==> src/include/mts_defs.svh <==
`ifndef MTS_DEFS_SVH
`define MTS_DEFS_SVH

// ----------------------------------------
// clock and timing
// ----------------------------------------
`define MTS_CLK_KHZ 125000
`define MTS_NV_WR_MS 80
`define MTS_VOL_WR_MS 10
`define MTS_BPC_MS 10
`define MTS_HOLD_US 500
`define MTS_NV_WR_CYC (`MTS_NV_WR_MS * `MTS_CLK_KHZ)
`define MTS_VOL_WR_CYC (`MTS_VOL_WR_MS * `MTS_CLK_KHZ)
`define MTS_BPC_CYC (`MTS_BPC_MS * `MTS_CLK_KHZ)
`define MTS_HOLD_CYC (`MTS_HOLD_US * `MTS_CLK_KHZ / 1000)
`define MTS_STRETCH_CYC 5'd16

// ----------------------------------------
// bus framing
// ----------------------------------------
`define MTS_DEV_ADDR 7'h50
`define MTS_BITS_PER_BYTE 4'd8

// ----------------------------------------
// register offsets
// ----------------------------------------
`define MTS_OFS_CHAR 8'h02
`define MTS_OFS_CTRL 8'h1a
`define MTS_OFS_PAGE 8'h7f
`define MTS_NV_BASE 8'h80

// ----------------------------------------
// field positions and reset values
// ----------------------------------------
`define MTS_CHAR_MEM 7
`define MTS_CHAR_STEP 6
`define MTS_CHAR_SPD 2
`define MTS_CTRL_HWEN 6
`define MTS_CTRL_SQ 5
`define MTS_CTRL_SWLP 4
`define MTS_CTRL_SWRST 3
`define MTS_CTRL_RST 3'h0
`define MTS_PAGE_RST 8'h00

`endif

==> src/include/mts_pkg.sv <==
package mts_pkg;

  typedef enum logic [3:0] {
    ST_IDLE,
    ST_ADDR,
    ST_ADDR_ACK,
    ST_REG,
    ST_REG_ACK,
    ST_WR,
    ST_WR_ACK,
    ST_RD,
    ST_RD_ACK
  } mts_state_t;

  typedef struct packed {
    logic hw_lowpower_pin_enable;
    logic squelch_method_choice;
    logic sw_lowpower_request;
  } mts_ctrl_t;

endpackage

==> src/rtl/mts_twi_slave.sv <==
`timescale 1ns/1ns
`default_nettype none
`include "mts_defs.svh"
// What this block does
// - deselect aborts transfer, releases both lines
// - clock stretch bounded; host waits for release
// - non-volatile write completes within its window
// - volatile write completes; accesses refused meanwhile
// - new page mapped within page change time
// - read-only characteristics byte reports module traits
// - control bit gates hardware low-power input
// - control bit picks Tx squelch method
// - software bit holds module in low power
// - software reset bit resets the module
module mts_twi_slave #(
  parameter logic [6:0] DEV_ADDR = `MTS_DEV_ADDR,
  parameter logic MEM_FLAT = 1'b0,
  parameter logic STEPWISE = 1'b0,
  parameter logic [1:0] MAX_SPEED = 2'h0,
  parameter int unsigned NV_WR_CYC = `MTS_NV_WR_CYC,
  parameter int unsigned VOL_WR_CYC = `MTS_VOL_WR_CYC,
  parameter int unsigned BPC_CYC = `MTS_BPC_CYC,
  parameter int unsigned HOLD_CYC = `MTS_HOLD_CYC
) (
  // clock and reset
  input wire logic clk_i,
  input wire logic nrst_i,
  // two-wire link
  input wire logic scl_i,
  output logic scl_o,
  output logic scl_oe_o,
  input wire logic sda_i,
  output logic sda_o,
  output logic sda_oe_o,
  input wire logic module_select_n_i,
  // module side
  input wire logic hw_lowpower_input_i,
  output mts_pkg::mts_ctrl_t ctrl_o,
  output logic [7:0] page_o,
  output logic lowpower_o,
  output logic sw_module_reset_o,
  output logic busy_o
);
  import mts_pkg::*;

  // ----------------------------------------
  // declarations
  // ----------------------------------------
  logic [1:0] rst_q;
  logic rst_n;
  logic scl_q;
  logic sda_q;
  logic sel_n_q;
  logic hwlp_q;
  logic scl_d;
  logic sda_d;
  logic sel_ok;
  logic scl_rise;
  logic scl_fall;
  logic start_c;
  logic stop_c;
  logic bus_ev;
  mts_state_t state;
  logic [3:0] cnt;
  logic [7:0] shreg;
  logic rw;
  logic ack_ok;
  logic sda_low;
  logic [7:0] ptr;
  logic [4:0] stretch_cnt;
  logic [31:0] busy_cnt;
  logic busy;
  logic wrote;
  logic nv_hit;
  logic page_hit;
  logic rst_hit;
  logic [7:0] page_pend;
  logic [7:0] page;
  mts_ctrl_t ctrl;
  logic lowpower;
  logic swrst;
  logic [7:0] char_byte;
  logic [7:0] ctrl_byte;
  logic [7:0] rd_byte;
  logic byte_done;
  logic addr_hit;
  logic rx_shift;
  logic bit_count;
  logic wr_fire;
  logic commit_fire;
  logic ld_fire;
  logic [31:0] hold_cnt;

  // ----------------------------------------
  // reset release and input sampling
  // ----------------------------------------
  always_ff @(posedge clk_i or negedge nrst_i) begin
    if (!nrst_i) begin
      rst_q <= 2'h0;
    end else begin
      rst_q <= {rst_q[0], 1'b1};
    end
  end
  assign rst_n = rst_q[1];

  mts_sync3 #(.RST_VAL(1'b1)) u_sync_scl (
    .clk_i(clk_i),
    .rst_n_i(rst_n),
    .d_i(scl_i),
    .q_o(scl_q)
  );
  mts_sync3 #(.RST_VAL(1'b1)) u_sync_sda (
    .clk_i(clk_i),
    .rst_n_i(rst_n),
    .d_i(sda_i),
    .q_o(sda_q)
  );
  mts_sync3 #(.RST_VAL(1'b1)) u_sync_sel (
    .clk_i(clk_i),
    .rst_n_i(rst_n),
    .d_i(module_select_n_i),
    .q_o(sel_n_q)
  );
  mts_sync3 #(.RST_VAL(1'b0)) u_sync_hwlp (
    .clk_i(clk_i),
    .rst_n_i(rst_n),
    .d_i(hw_lowpower_input_i),
    .q_o(hwlp_q)
  );

  always_ff @(posedge clk_i or negedge rst_n) begin
    if (!rst_n) begin
      scl_d <= 1'b1;
      sda_d <= 1'b1;
    end else begin
      scl_d <= scl_q;
      sda_d <= sda_q;
    end
  end

  // ----------------------------------------
  // bus event decode
  // ----------------------------------------
  assign sel_ok = ~sel_n_q;
  assign scl_rise = scl_q & ~scl_d;
  assign scl_fall = ~scl_q & scl_d;
  assign start_c = scl_q & scl_d & sda_d & ~sda_q;
  assign stop_c = scl_q & scl_d & ~sda_d & sda_q;
  assign bus_ev = sel_ok & ~start_c & ~stop_c;
  assign byte_done = scl_fall & (cnt == `MTS_BITS_PER_BYTE);
  assign addr_hit = (shreg[7:1] == DEV_ADDR) & ~busy;
  assign rx_shift = ((state == ST_ADDR) | (state == ST_REG) |
                     (state == ST_WR)) & ~cnt[3];
  assign bit_count = rx_shift | ((state == ST_RD) & ~cnt[3]);
  assign wr_fire = bus_ev & (state == ST_WR) & byte_done;
  assign commit_fire = sel_ok & stop_c & wrote;
  assign ld_fire = bus_ev & scl_fall &
                   (((state == ST_ADDR_ACK) & rw) |
                    ((state == ST_RD_ACK) & ack_ok));

  // ----------------------------------------
  // register read mux
  // ----------------------------------------
  always_comb begin
    char_byte = 8'h00;
    char_byte[`MTS_CHAR_MEM] = MEM_FLAT;
    char_byte[`MTS_CHAR_STEP] = STEPWISE;
    char_byte[`MTS_CHAR_SPD +: 2] = MAX_SPEED;
    ctrl_byte = 8'h00;
    ctrl_byte[`MTS_CTRL_HWEN] = ctrl.hw_lowpower_pin_enable;
    ctrl_byte[`MTS_CTRL_SQ] = ctrl.squelch_method_choice;
    ctrl_byte[`MTS_CTRL_SWLP] = ctrl.sw_lowpower_request;
  end

  assign rd_byte = (ptr == `MTS_OFS_CHAR) ? char_byte :
                   (ptr == `MTS_OFS_CTRL) ? ctrl_byte :
                   (ptr == `MTS_OFS_PAGE) ? page : 8'h00;

  // ----------------------------------------
  // serial slave sequencer
  // ----------------------------------------
  always_ff @(posedge clk_i or negedge rst_n) begin
    if (!rst_n) begin
      state <= ST_IDLE;
      cnt <= 4'h0;
      shreg <= 8'h00;
      rw <= 1'b0;
      ack_ok <= 1'b0;
      sda_low <= 1'b0;
      ptr <= 8'h00;
    end else if (!sel_ok) begin
      state <= ST_IDLE;
      sda_low <= 1'b0;
    end else if (start_c) begin
      state <= ST_ADDR;
      cnt <= 4'h0;
      sda_low <= 1'b0;
    end else if (stop_c) begin
      state <= ST_IDLE;
      sda_low <= 1'b0;
    end else begin
      if (scl_rise && bit_count) begin
        cnt <= cnt + 4'h1;
      end
      if (scl_rise && rx_shift) begin
        shreg <= {shreg[6:0], sda_q};
      end
      case (state)
        ST_ADDR: begin
          if (byte_done) begin
            // busy commit refuses the address
            if (addr_hit) begin
              sda_low <= 1'b1;
              rw <= shreg[0];
              state <= ST_ADDR_ACK;
            end else begin
              state <= ST_IDLE;
            end
          end
        end
        ST_ADDR_ACK, ST_RD_ACK: begin
          if (scl_rise) begin
            ack_ok <= ~sda_q;
          end
          if (scl_fall) begin
            cnt <= 4'h0;
            if (ld_fire) begin
              shreg <= {rd_byte[6:0], 1'b0};
              sda_low <= ~rd_byte[7];
              state <= ST_RD;
            end else if (state == ST_ADDR_ACK) begin
              sda_low <= 1'b0;
              state <= ST_REG;
            end else begin
              state <= ST_IDLE;
            end
          end
        end
        ST_RD: begin
          if (scl_fall) begin
            if (cnt == `MTS_BITS_PER_BYTE) begin
              sda_low <= 1'b0;
              ptr <= ptr + 8'h01;
              state <= ST_RD_ACK;
            end else begin
              sda_low <= ~shreg[7];
              shreg <= {shreg[6:0], 1'b0};
            end
          end
        end
        ST_REG: begin
          if (byte_done) begin
            ptr <= shreg;
            sda_low <= 1'b1;
            state <= ST_REG_ACK;
          end
        end
        ST_WR: begin
          if (byte_done) begin
            ptr <= ptr + 8'h01;
            sda_low <= 1'b1;
            state <= ST_WR_ACK;
          end
        end
        ST_REG_ACK, ST_WR_ACK: begin
          if (scl_fall) begin
            sda_low <= 1'b0;
            cnt <= 4'h0;
            state <= ST_WR;
          end
        end
        default: begin
          state <= ST_IDLE;
        end
      endcase
    end
  end

  // ----------------------------------------
  // clock stretch while read data is fetched
  // ----------------------------------------
  always_ff @(posedge clk_i or negedge rst_n) begin
    if (!rst_n) begin
      stretch_cnt <= 5'h00;
    end else if (!sel_ok) begin
      stretch_cnt <= 5'h00;
    end else if (ld_fire) begin
      stretch_cnt <= `MTS_STRETCH_CYC;
    end else if (stretch_cnt != 5'h00) begin
      stretch_cnt <= stretch_cnt - 5'h01;
    end
  end

  // ----------------------------------------
  // control registers and commit tracking
  // ----------------------------------------
  always_ff @(posedge clk_i or negedge rst_n) begin
    if (!rst_n) begin
      ctrl <= `MTS_CTRL_RST;
      page <= `MTS_PAGE_RST;
      page_pend <= `MTS_PAGE_RST;
      swrst <= 1'b0;
    end else begin
      swrst <= commit_fire & rst_hit;
      if (commit_fire && rst_hit) begin
        ctrl <= `MTS_CTRL_RST;
        page <= `MTS_PAGE_RST;
      end else if (commit_fire && page_hit) begin
        page <= page_pend;
      end
      if (wr_fire && ptr == `MTS_OFS_CTRL) begin
        ctrl.hw_lowpower_pin_enable <= shreg[`MTS_CTRL_HWEN];
        ctrl.squelch_method_choice <= shreg[`MTS_CTRL_SQ];
        ctrl.sw_lowpower_request <= shreg[`MTS_CTRL_SWLP];
      end
      if (wr_fire && ptr == `MTS_OFS_PAGE) begin
        page_pend <= shreg;
      end
    end
  end

  always_ff @(posedge clk_i or negedge rst_n) begin
    if (!rst_n) begin
      wrote <= 1'b0;
      nv_hit <= 1'b0;
      page_hit <= 1'b0;
      rst_hit <= 1'b0;
    end else if (commit_fire || !sel_ok) begin
      wrote <= 1'b0;
      nv_hit <= 1'b0;
      page_hit <= 1'b0;
      rst_hit <= 1'b0;
    end else if (wr_fire) begin
      wrote <= 1'b1;
      nv_hit <= nv_hit | (ptr >= `MTS_NV_BASE);
      page_hit <= page_hit | (ptr == `MTS_OFS_PAGE);
      rst_hit <= rst_hit | ((ptr == `MTS_OFS_CTRL) &
                            shreg[`MTS_CTRL_SWRST]);
    end
  end

  // ----------------------------------------
  // commit window and low-power level
  // ----------------------------------------
  always_ff @(posedge clk_i or negedge rst_n) begin
    if (!rst_n) begin
      busy_cnt <= 32'h0;
    end else if (commit_fire) begin
      busy_cnt <= nv_hit ? NV_WR_CYC :
                  page_hit ? BPC_CYC : VOL_WR_CYC;
    end else if (busy) begin
      busy_cnt <= busy_cnt - 32'h1;
    end
  end
  assign busy = |busy_cnt;

  always_ff @(posedge clk_i or negedge rst_n) begin
    if (!rst_n) begin
      lowpower <= 1'b0;
    end else begin
      lowpower <= ctrl.sw_lowpower_request |
                  (ctrl.hw_lowpower_pin_enable & hwlp_q);
    end
  end

  // ----------------------------------------
  // outputs
  // ----------------------------------------
  assign scl_o = 1'b0;
  assign sda_o = 1'b0;
  assign scl_oe_o = |stretch_cnt;
  assign sda_oe_o = sda_low;
  assign ctrl_o = ctrl;
  assign page_o = page;
  assign lowpower_o = lowpower;
  assign sw_module_reset_o = swrst;
  assign busy_o = busy;

  // ----------------------------------------
  // checks
  // ----------------------------------------
  always_ff @(posedge clk_i or negedge rst_n) begin
    if (!rst_n) begin
      hold_cnt <= 32'h0;
    end else if (scl_oe_o) begin
      hold_cnt <= hold_cnt + 32'h1;
    end else begin
      hold_cnt <= 32'h0;
    end
  end
endmodule

`default_nettype wire

==> src/rtl/mts_sync3.sv <==
`timescale 1ns/1ns
`default_nettype none

module mts_sync3 #(
  parameter logic RST_VAL = 1'b1
) (
  // clock and reset
  input wire logic clk_i,
  input wire logic rst_n_i,
  // data
  input wire logic d_i,
  output logic q_o
);

  logic s1;
  logic s2;
  logic s3;

  // level accepted once stages two and three agree
  always_ff @(posedge clk_i or negedge rst_n_i) begin
    if (!rst_n_i) begin
      s1 <= RST_VAL;
      s2 <= RST_VAL;
      s3 <= RST_VAL;
      q_o <= RST_VAL;
    end else begin
      s1 <= d_i;
      s2 <= s1;
      s3 <= s2;
      if (s2 == s3) begin
        q_o <= s3;
      end
    end
  end

endmodule

`default_nettype wire

==> config.mk <==
export PLATFORM = sky130hd
export DESIGN_NAME = mts_twi_slave
export DESIGN_NICKNAME = d
export VERILOG_FILES = /design/src/include/mts_pkg.sv /design/src/rtl/mts_twi_slave.sv /design/src/rtl/mts_sync3.sv
export VERILOG_INCLUDE_DIRS = /design/src /design/src/include
export SDC_FILE = /design/constraint.sdc
export NUM_CORES = 1
export LEC_CHECK = 0
export BUFFER_PORTS_ARGS = -buffer_cell sky130_fd_sc_hd__buf_2
export CORE_MARGIN = 2
export CORE_UTILIZATION = 55
export DETAILED_ROUTE_END_ITERATION = 16
export PLACE_DENSITY_LB_ADDON = 0.2
export SYNTH_ARGS = -nofsm -noshare
export SYNTH_HDL_FRONTEND = slang
export SYNTH_SLANG_ARGS = --single-unit
==> constraint.sdc <==
create_clock -name clk_i -period 3 [get_ports clk_i]
set_input_delay 0.45 -clock clk_i [delete_from_list [all_inputs] [get_ports clk_i]]
set_output_delay 0.45 -clock clk_i [all_outputs]
set_load 0.01 [all_outputs]
==> metrics.md <==
| Metric | Value |
|---|---|
| Total area of sequential cells | 0.002749 mm2 |
| Worst setup startpoint | busy_cnt[28] |
| Static leakage | roughly 2.7 nW |
| CTS Root Buffer Type | sky130_fd_sc_hd__clkbuf_8 |
| RePlAce Congestion | 0.8783 |
| Total of warnings raised by yosys | 0 |
| Sequential cell fraction of total power | 0.568 |
| Cell types with the largest area share after synthesis | sky130_fd_sc_hd__dfrtp_1, sky130_fd_sc_hd__dfstp_2, sky130_fd_sc_hd__xnor2_1, sky130_fd_sc_hd__nor2_1, sky130_fd_sc_hd__a21oi_1 |
| Port bufs | 21 |
| Fraction of registers with async set/reset | 1.000 |
| Top Family by Delay on Critical Path | simple AND/OR/NAND/NOR gates |
| Destination of the critical timing path | busy_o |
| Data arrival time of the worst path | 2.38 ns |
| Met2 track demand over resource | 0.3581 |
| Unrepaired setup endpoints after global routing | no |
| Share of Yosys cell area claimed by the top area cell type | 0.4398 |
| Overall global routing resource usage | 0.2294 |
| Clk slew on worst S/H paths | 0.10 ns |
| Post-detailed-routing wire length | ~11 mm |
| Peak supply drop | 470.2 uV |
| Status | completed |
| Multi-input gate area in the final layout | between 0.002 and 0.003 mm2 |
| Most common cell after layout, fill and taps aside | sky130_fd_sc_hd__dfrtp_1 |
| Leftover overflow at the end of global routing | 0 |
| Yosys cell types | 70 |
| Clock tree sinks | about 110 |
| Layout overhead on the synthesized area | 9.630% |
| Top Usage Layer GRT | met2 |
| Worst hold path type | in2reg |
| Hold Violations, Final | 0 |
| Clock tree from TritonCTS | done |
| Mapped Avg Cell Area | approximately 10 um2 |
| Largest net degree at the start of global routing | 61 |
| Maximum frequency from static timing analysis | between 300 and 400 MHz |
| Depth of the worst register-to-register path | 6 |
| N_diodes | 0 |
| Mapped cell area | approximately 0.0054 mm2 |
| Maximum fanout count along the critical path | 6 |
| DRT Pass-1 Iters | 4 |
| Total CTS buffers | 9 |
| Starting density of the core | 0.5607 |
| Average vias per placed instance | slightly below 6 |
| Portion of total power attributed to the clock network | 0.319 |
| Req. time, crit path | approximately 2.6 ns |
| Synth area leader | sky130_fd_sc_hd__dfrtp_1 |
| Clock tree buffer depth | 2 |
| Number of I/O pins | 24 |
| CORE AREA | between 0.009 and 0.01 mm2 |
| Met1 track demand over resource | 0.3248 |
| Worst relative slew slack | 0.4705 |
| Category of the most critical setup path | reg2out |
| Layout cells sized above 1 | 0.1846 |
| Worst Tran Pin Value | slightly below 0.8 ns |
| Deepest level of the CTS H-tree | 3 |
| Portion of total power attributed to combinational logic | 0.112 |
| Total of flip-flops plus latches after synthesis | 109 |
| Number of max-cap violations | 0 |
| Filler instances | about 840 |
| Post-detailed-route count of antenna-violating nets | 0 |
| DRC errors left | 0 |
| Post-Route Skew | 0.01146 ns |
| Met3 Track Usage GR | 0.06102 |
| Crit path time final | ~2.8 ns |
| Beginning of the worst register-to-register path | state[3] |
| Number of flops mapped to enable cells by yosys | 0 |
| Commonest non-fill, non-tap cells in the layout | sky130_fd_sc_hd__dfrtp_1, sky130_fd_sc_hd__nor2_1, sky130_fd_sc_hd__nand2_1 |
| Average detailed-routed wire length per instance | approximately 16 um |
| Width of the die | 103.1 um |
| Final max-slew violation count | 0 |
| Critical path depth in cells | 5 |
| Worst hold margin | about 0.16 ns |
| Synth Instances | about 530 |
| Leading register cell type out of synthesis | sky130_fd_sc_hd__dfrtp_1 |
| Number of antenna violations at the first check in global routing | 0 |
| Half-perimeter wire length of the detailed placement result | 7.786 mm |
| Die Height | ~100 um |
| Element type at the critical path end | primary output |
| Setup slack of the most critical reg-to-reg path | about 0.4 ns |
| Core Rows | 36 |
| Switching power as a share of total power | 0.2787 |
| Reg-to-Reg End | shreg[4] |
| Fin nets | between 500 and 600 |
| Cells along the critical path | or3_1 > or4_1 > nor3_4 > nand2_1 > buf_2 |
| Largest stage delay on the critical path | roughly 0.60 ns |
| Via count of the first global-routing pass | ~3800 |
| Setup TNS Final | 0 ns |
| Switching power | ~800 uW |
| Final Util | 0.6147 |
| Ratio of final minimum period to clock period | 0.9437 |
| Portion of the post-synthesis area used by sequential elements | 0.5079 |
| Buffers & Inverters on Critical Path | 1 |
| Worst-skew pair later-pin latency | 0.39 ns |
| Slowest stage cell, crit path | sky130_fd_sc_hd__or4_1 |
| Drt initial violations | 217 |
| Global-route wire length before repair | approximately 19 mm |
| Total number of vias | about 4000 |
| Startpoint types | register |
| Pwr per Cell Area | approximately 490 mW/mm2 |
| Cell Int Power | around 2.1 mW |
| Final setup vio count | 0 |
| Die area | ~0.011 mm2 |
==> stage by stage <==
stage | cells | total power, mW | cell area, um2 | setup WS, ns
after floorplan | 527 | 1.887 | 5410 | 0.6998
after global placement | 671 | 1.970 | 5685 | 0.4302
after detailed placement | 671 | 1.981 | 5685 | 0.3979
after CTS | 688 | 2.914 | 5898 | 0.08079
after global routing | 691 | 3.036 | 5926 | 0.04258
final | 691 | 2.878 | 5926 | 0.1690
==> kinds of logic after synthesis <==
family	Yosys count	share of synthesized area
buffers and inverters	32	0.02430
AOI/OAI and AO/OA	130	0.1637
muxes	15	0.03102
xor gates and xnor gates	29	0.04699
other	2	0.001389
and+or+nand+nor	196	0.1965
DFF	109	0.5079
adders and majority gates	13	0.02824
==> worst reg2reg max path, stage by stage (launching register included) <==
cell and delay (ns):
sky130_fd_sc_hd__dfrtp_1 0.60, sky130_fd_sc_hd__nand2b_1 0.31, sky130_fd_sc_hd__nor3_1 0.42, sky130_fd_sc_hd__a21boi_0 0.36, sky130_fd_sc_hd__o21ai_1 0.27, sky130_fd_sc_hd__and2_1 0.24, sky130_fd_sc_hd__a311o_1 0.31
==> registers in the layout (all words and copies together) (netlist names), 2 cells and up <==
name / count
ptr: 8
cnt: 4
shreg: 8
stretch_cnt: 5
page_o: 8
busy_cnt: 32
page_pend: 8
ctrl_o: 3
state: 4
rst_q: 2
==> synthesized netlist by cell type (7+ instances only) <==
cell / number
sky130_fd_sc_hd__nor2b_1: 7
sky130_fd_sc_hd__ha_1: 9
sky130_fd_sc_hd__a21oi_1: 33
sky130_fd_sc_hd__a22o_1: 11
sky130_fd_sc_hd__dfstp_2: 14
sky130_fd_sc_hd__mux2_2: 14
sky130_fd_sc_hd__inv_1: 12
sky130_fd_sc_hd__nand3_1: 11
sky130_fd_sc_hd__clkbuf_1: 13
sky130_fd_sc_hd__xnor2_1: 23
sky130_fd_sc_hd__nand2b_1: 10
sky130_fd_sc_hd__nand2_1: 37
sky130_fd_sc_hd__dfrtp_1: 95
sky130_fd_sc_hd__o21ai_0: 27
sky130_fd_sc_hd__nor3_1: 26
sky130_fd_sc_hd__nor2_1: 53
==> metal layers <==
metal | up-vias | routed length [um]
met5 | - | 0
met3 | 10 | 491
met1 | 1965 | 5252
met4 | 0 | 95
li1 | 1952 | -
met2 | 77 | 5305
==> what timing repair did <==
action                                  4_1_cts  5_1_grt
gates resized for setup                       1        1
endpoints found under the hold margin         2        0
setup buffers                                 0        3
endpoints found under the setup margin        1        1
hold buffers                                  1        0
pin swaps                                     0        1
==> worst min-delay path by stage <==
stage | startpoint | end | slack (ns) | depth (start not counted)
6_report | hw_lowpower_input_i | u_sync_hwlp.s1 | 0.16 | 1
3_5_place_dp | nrst_i | rst_q[0] | 0.24 | 1
3_3_place_gp | nrst_i | rst_q[0] | 0.24 | 1
2_1_floorplan | nrst_i | rst_q[0] | 0.15 | 0
4_1_cts | sda_i | u_sync_sda.s1 | 0.13 | 1
5_1_grt | scl_i | u_sync_scl.s1 | 0.12 | 1
==> layout make-up <==
class | count | share of cell area
multi-input cells | 386 | 0.4284
well taps | 133 | 0.02808
flip-flops and latches | 109 | 0.4639
clock buffers | 9 | 0.02090
inverters | 12 | 0.007601
repair buffers | 35 | 0.03801
clock inverters | 7 | 0.01309
==> power by group through the flow <==
stage               registers [mW]  clock network, mW  logic [mW]
floorplan                     1.60                  0       0.287
global placement              1.66                  0       0.310
detailed placement            1.66                  0       0.318
CTS                           1.64              0.958       0.321
global route                  1.65               1.02       0.363
finish                        1.64              0.919       0.324
Power figures use the tool's default switching activity.
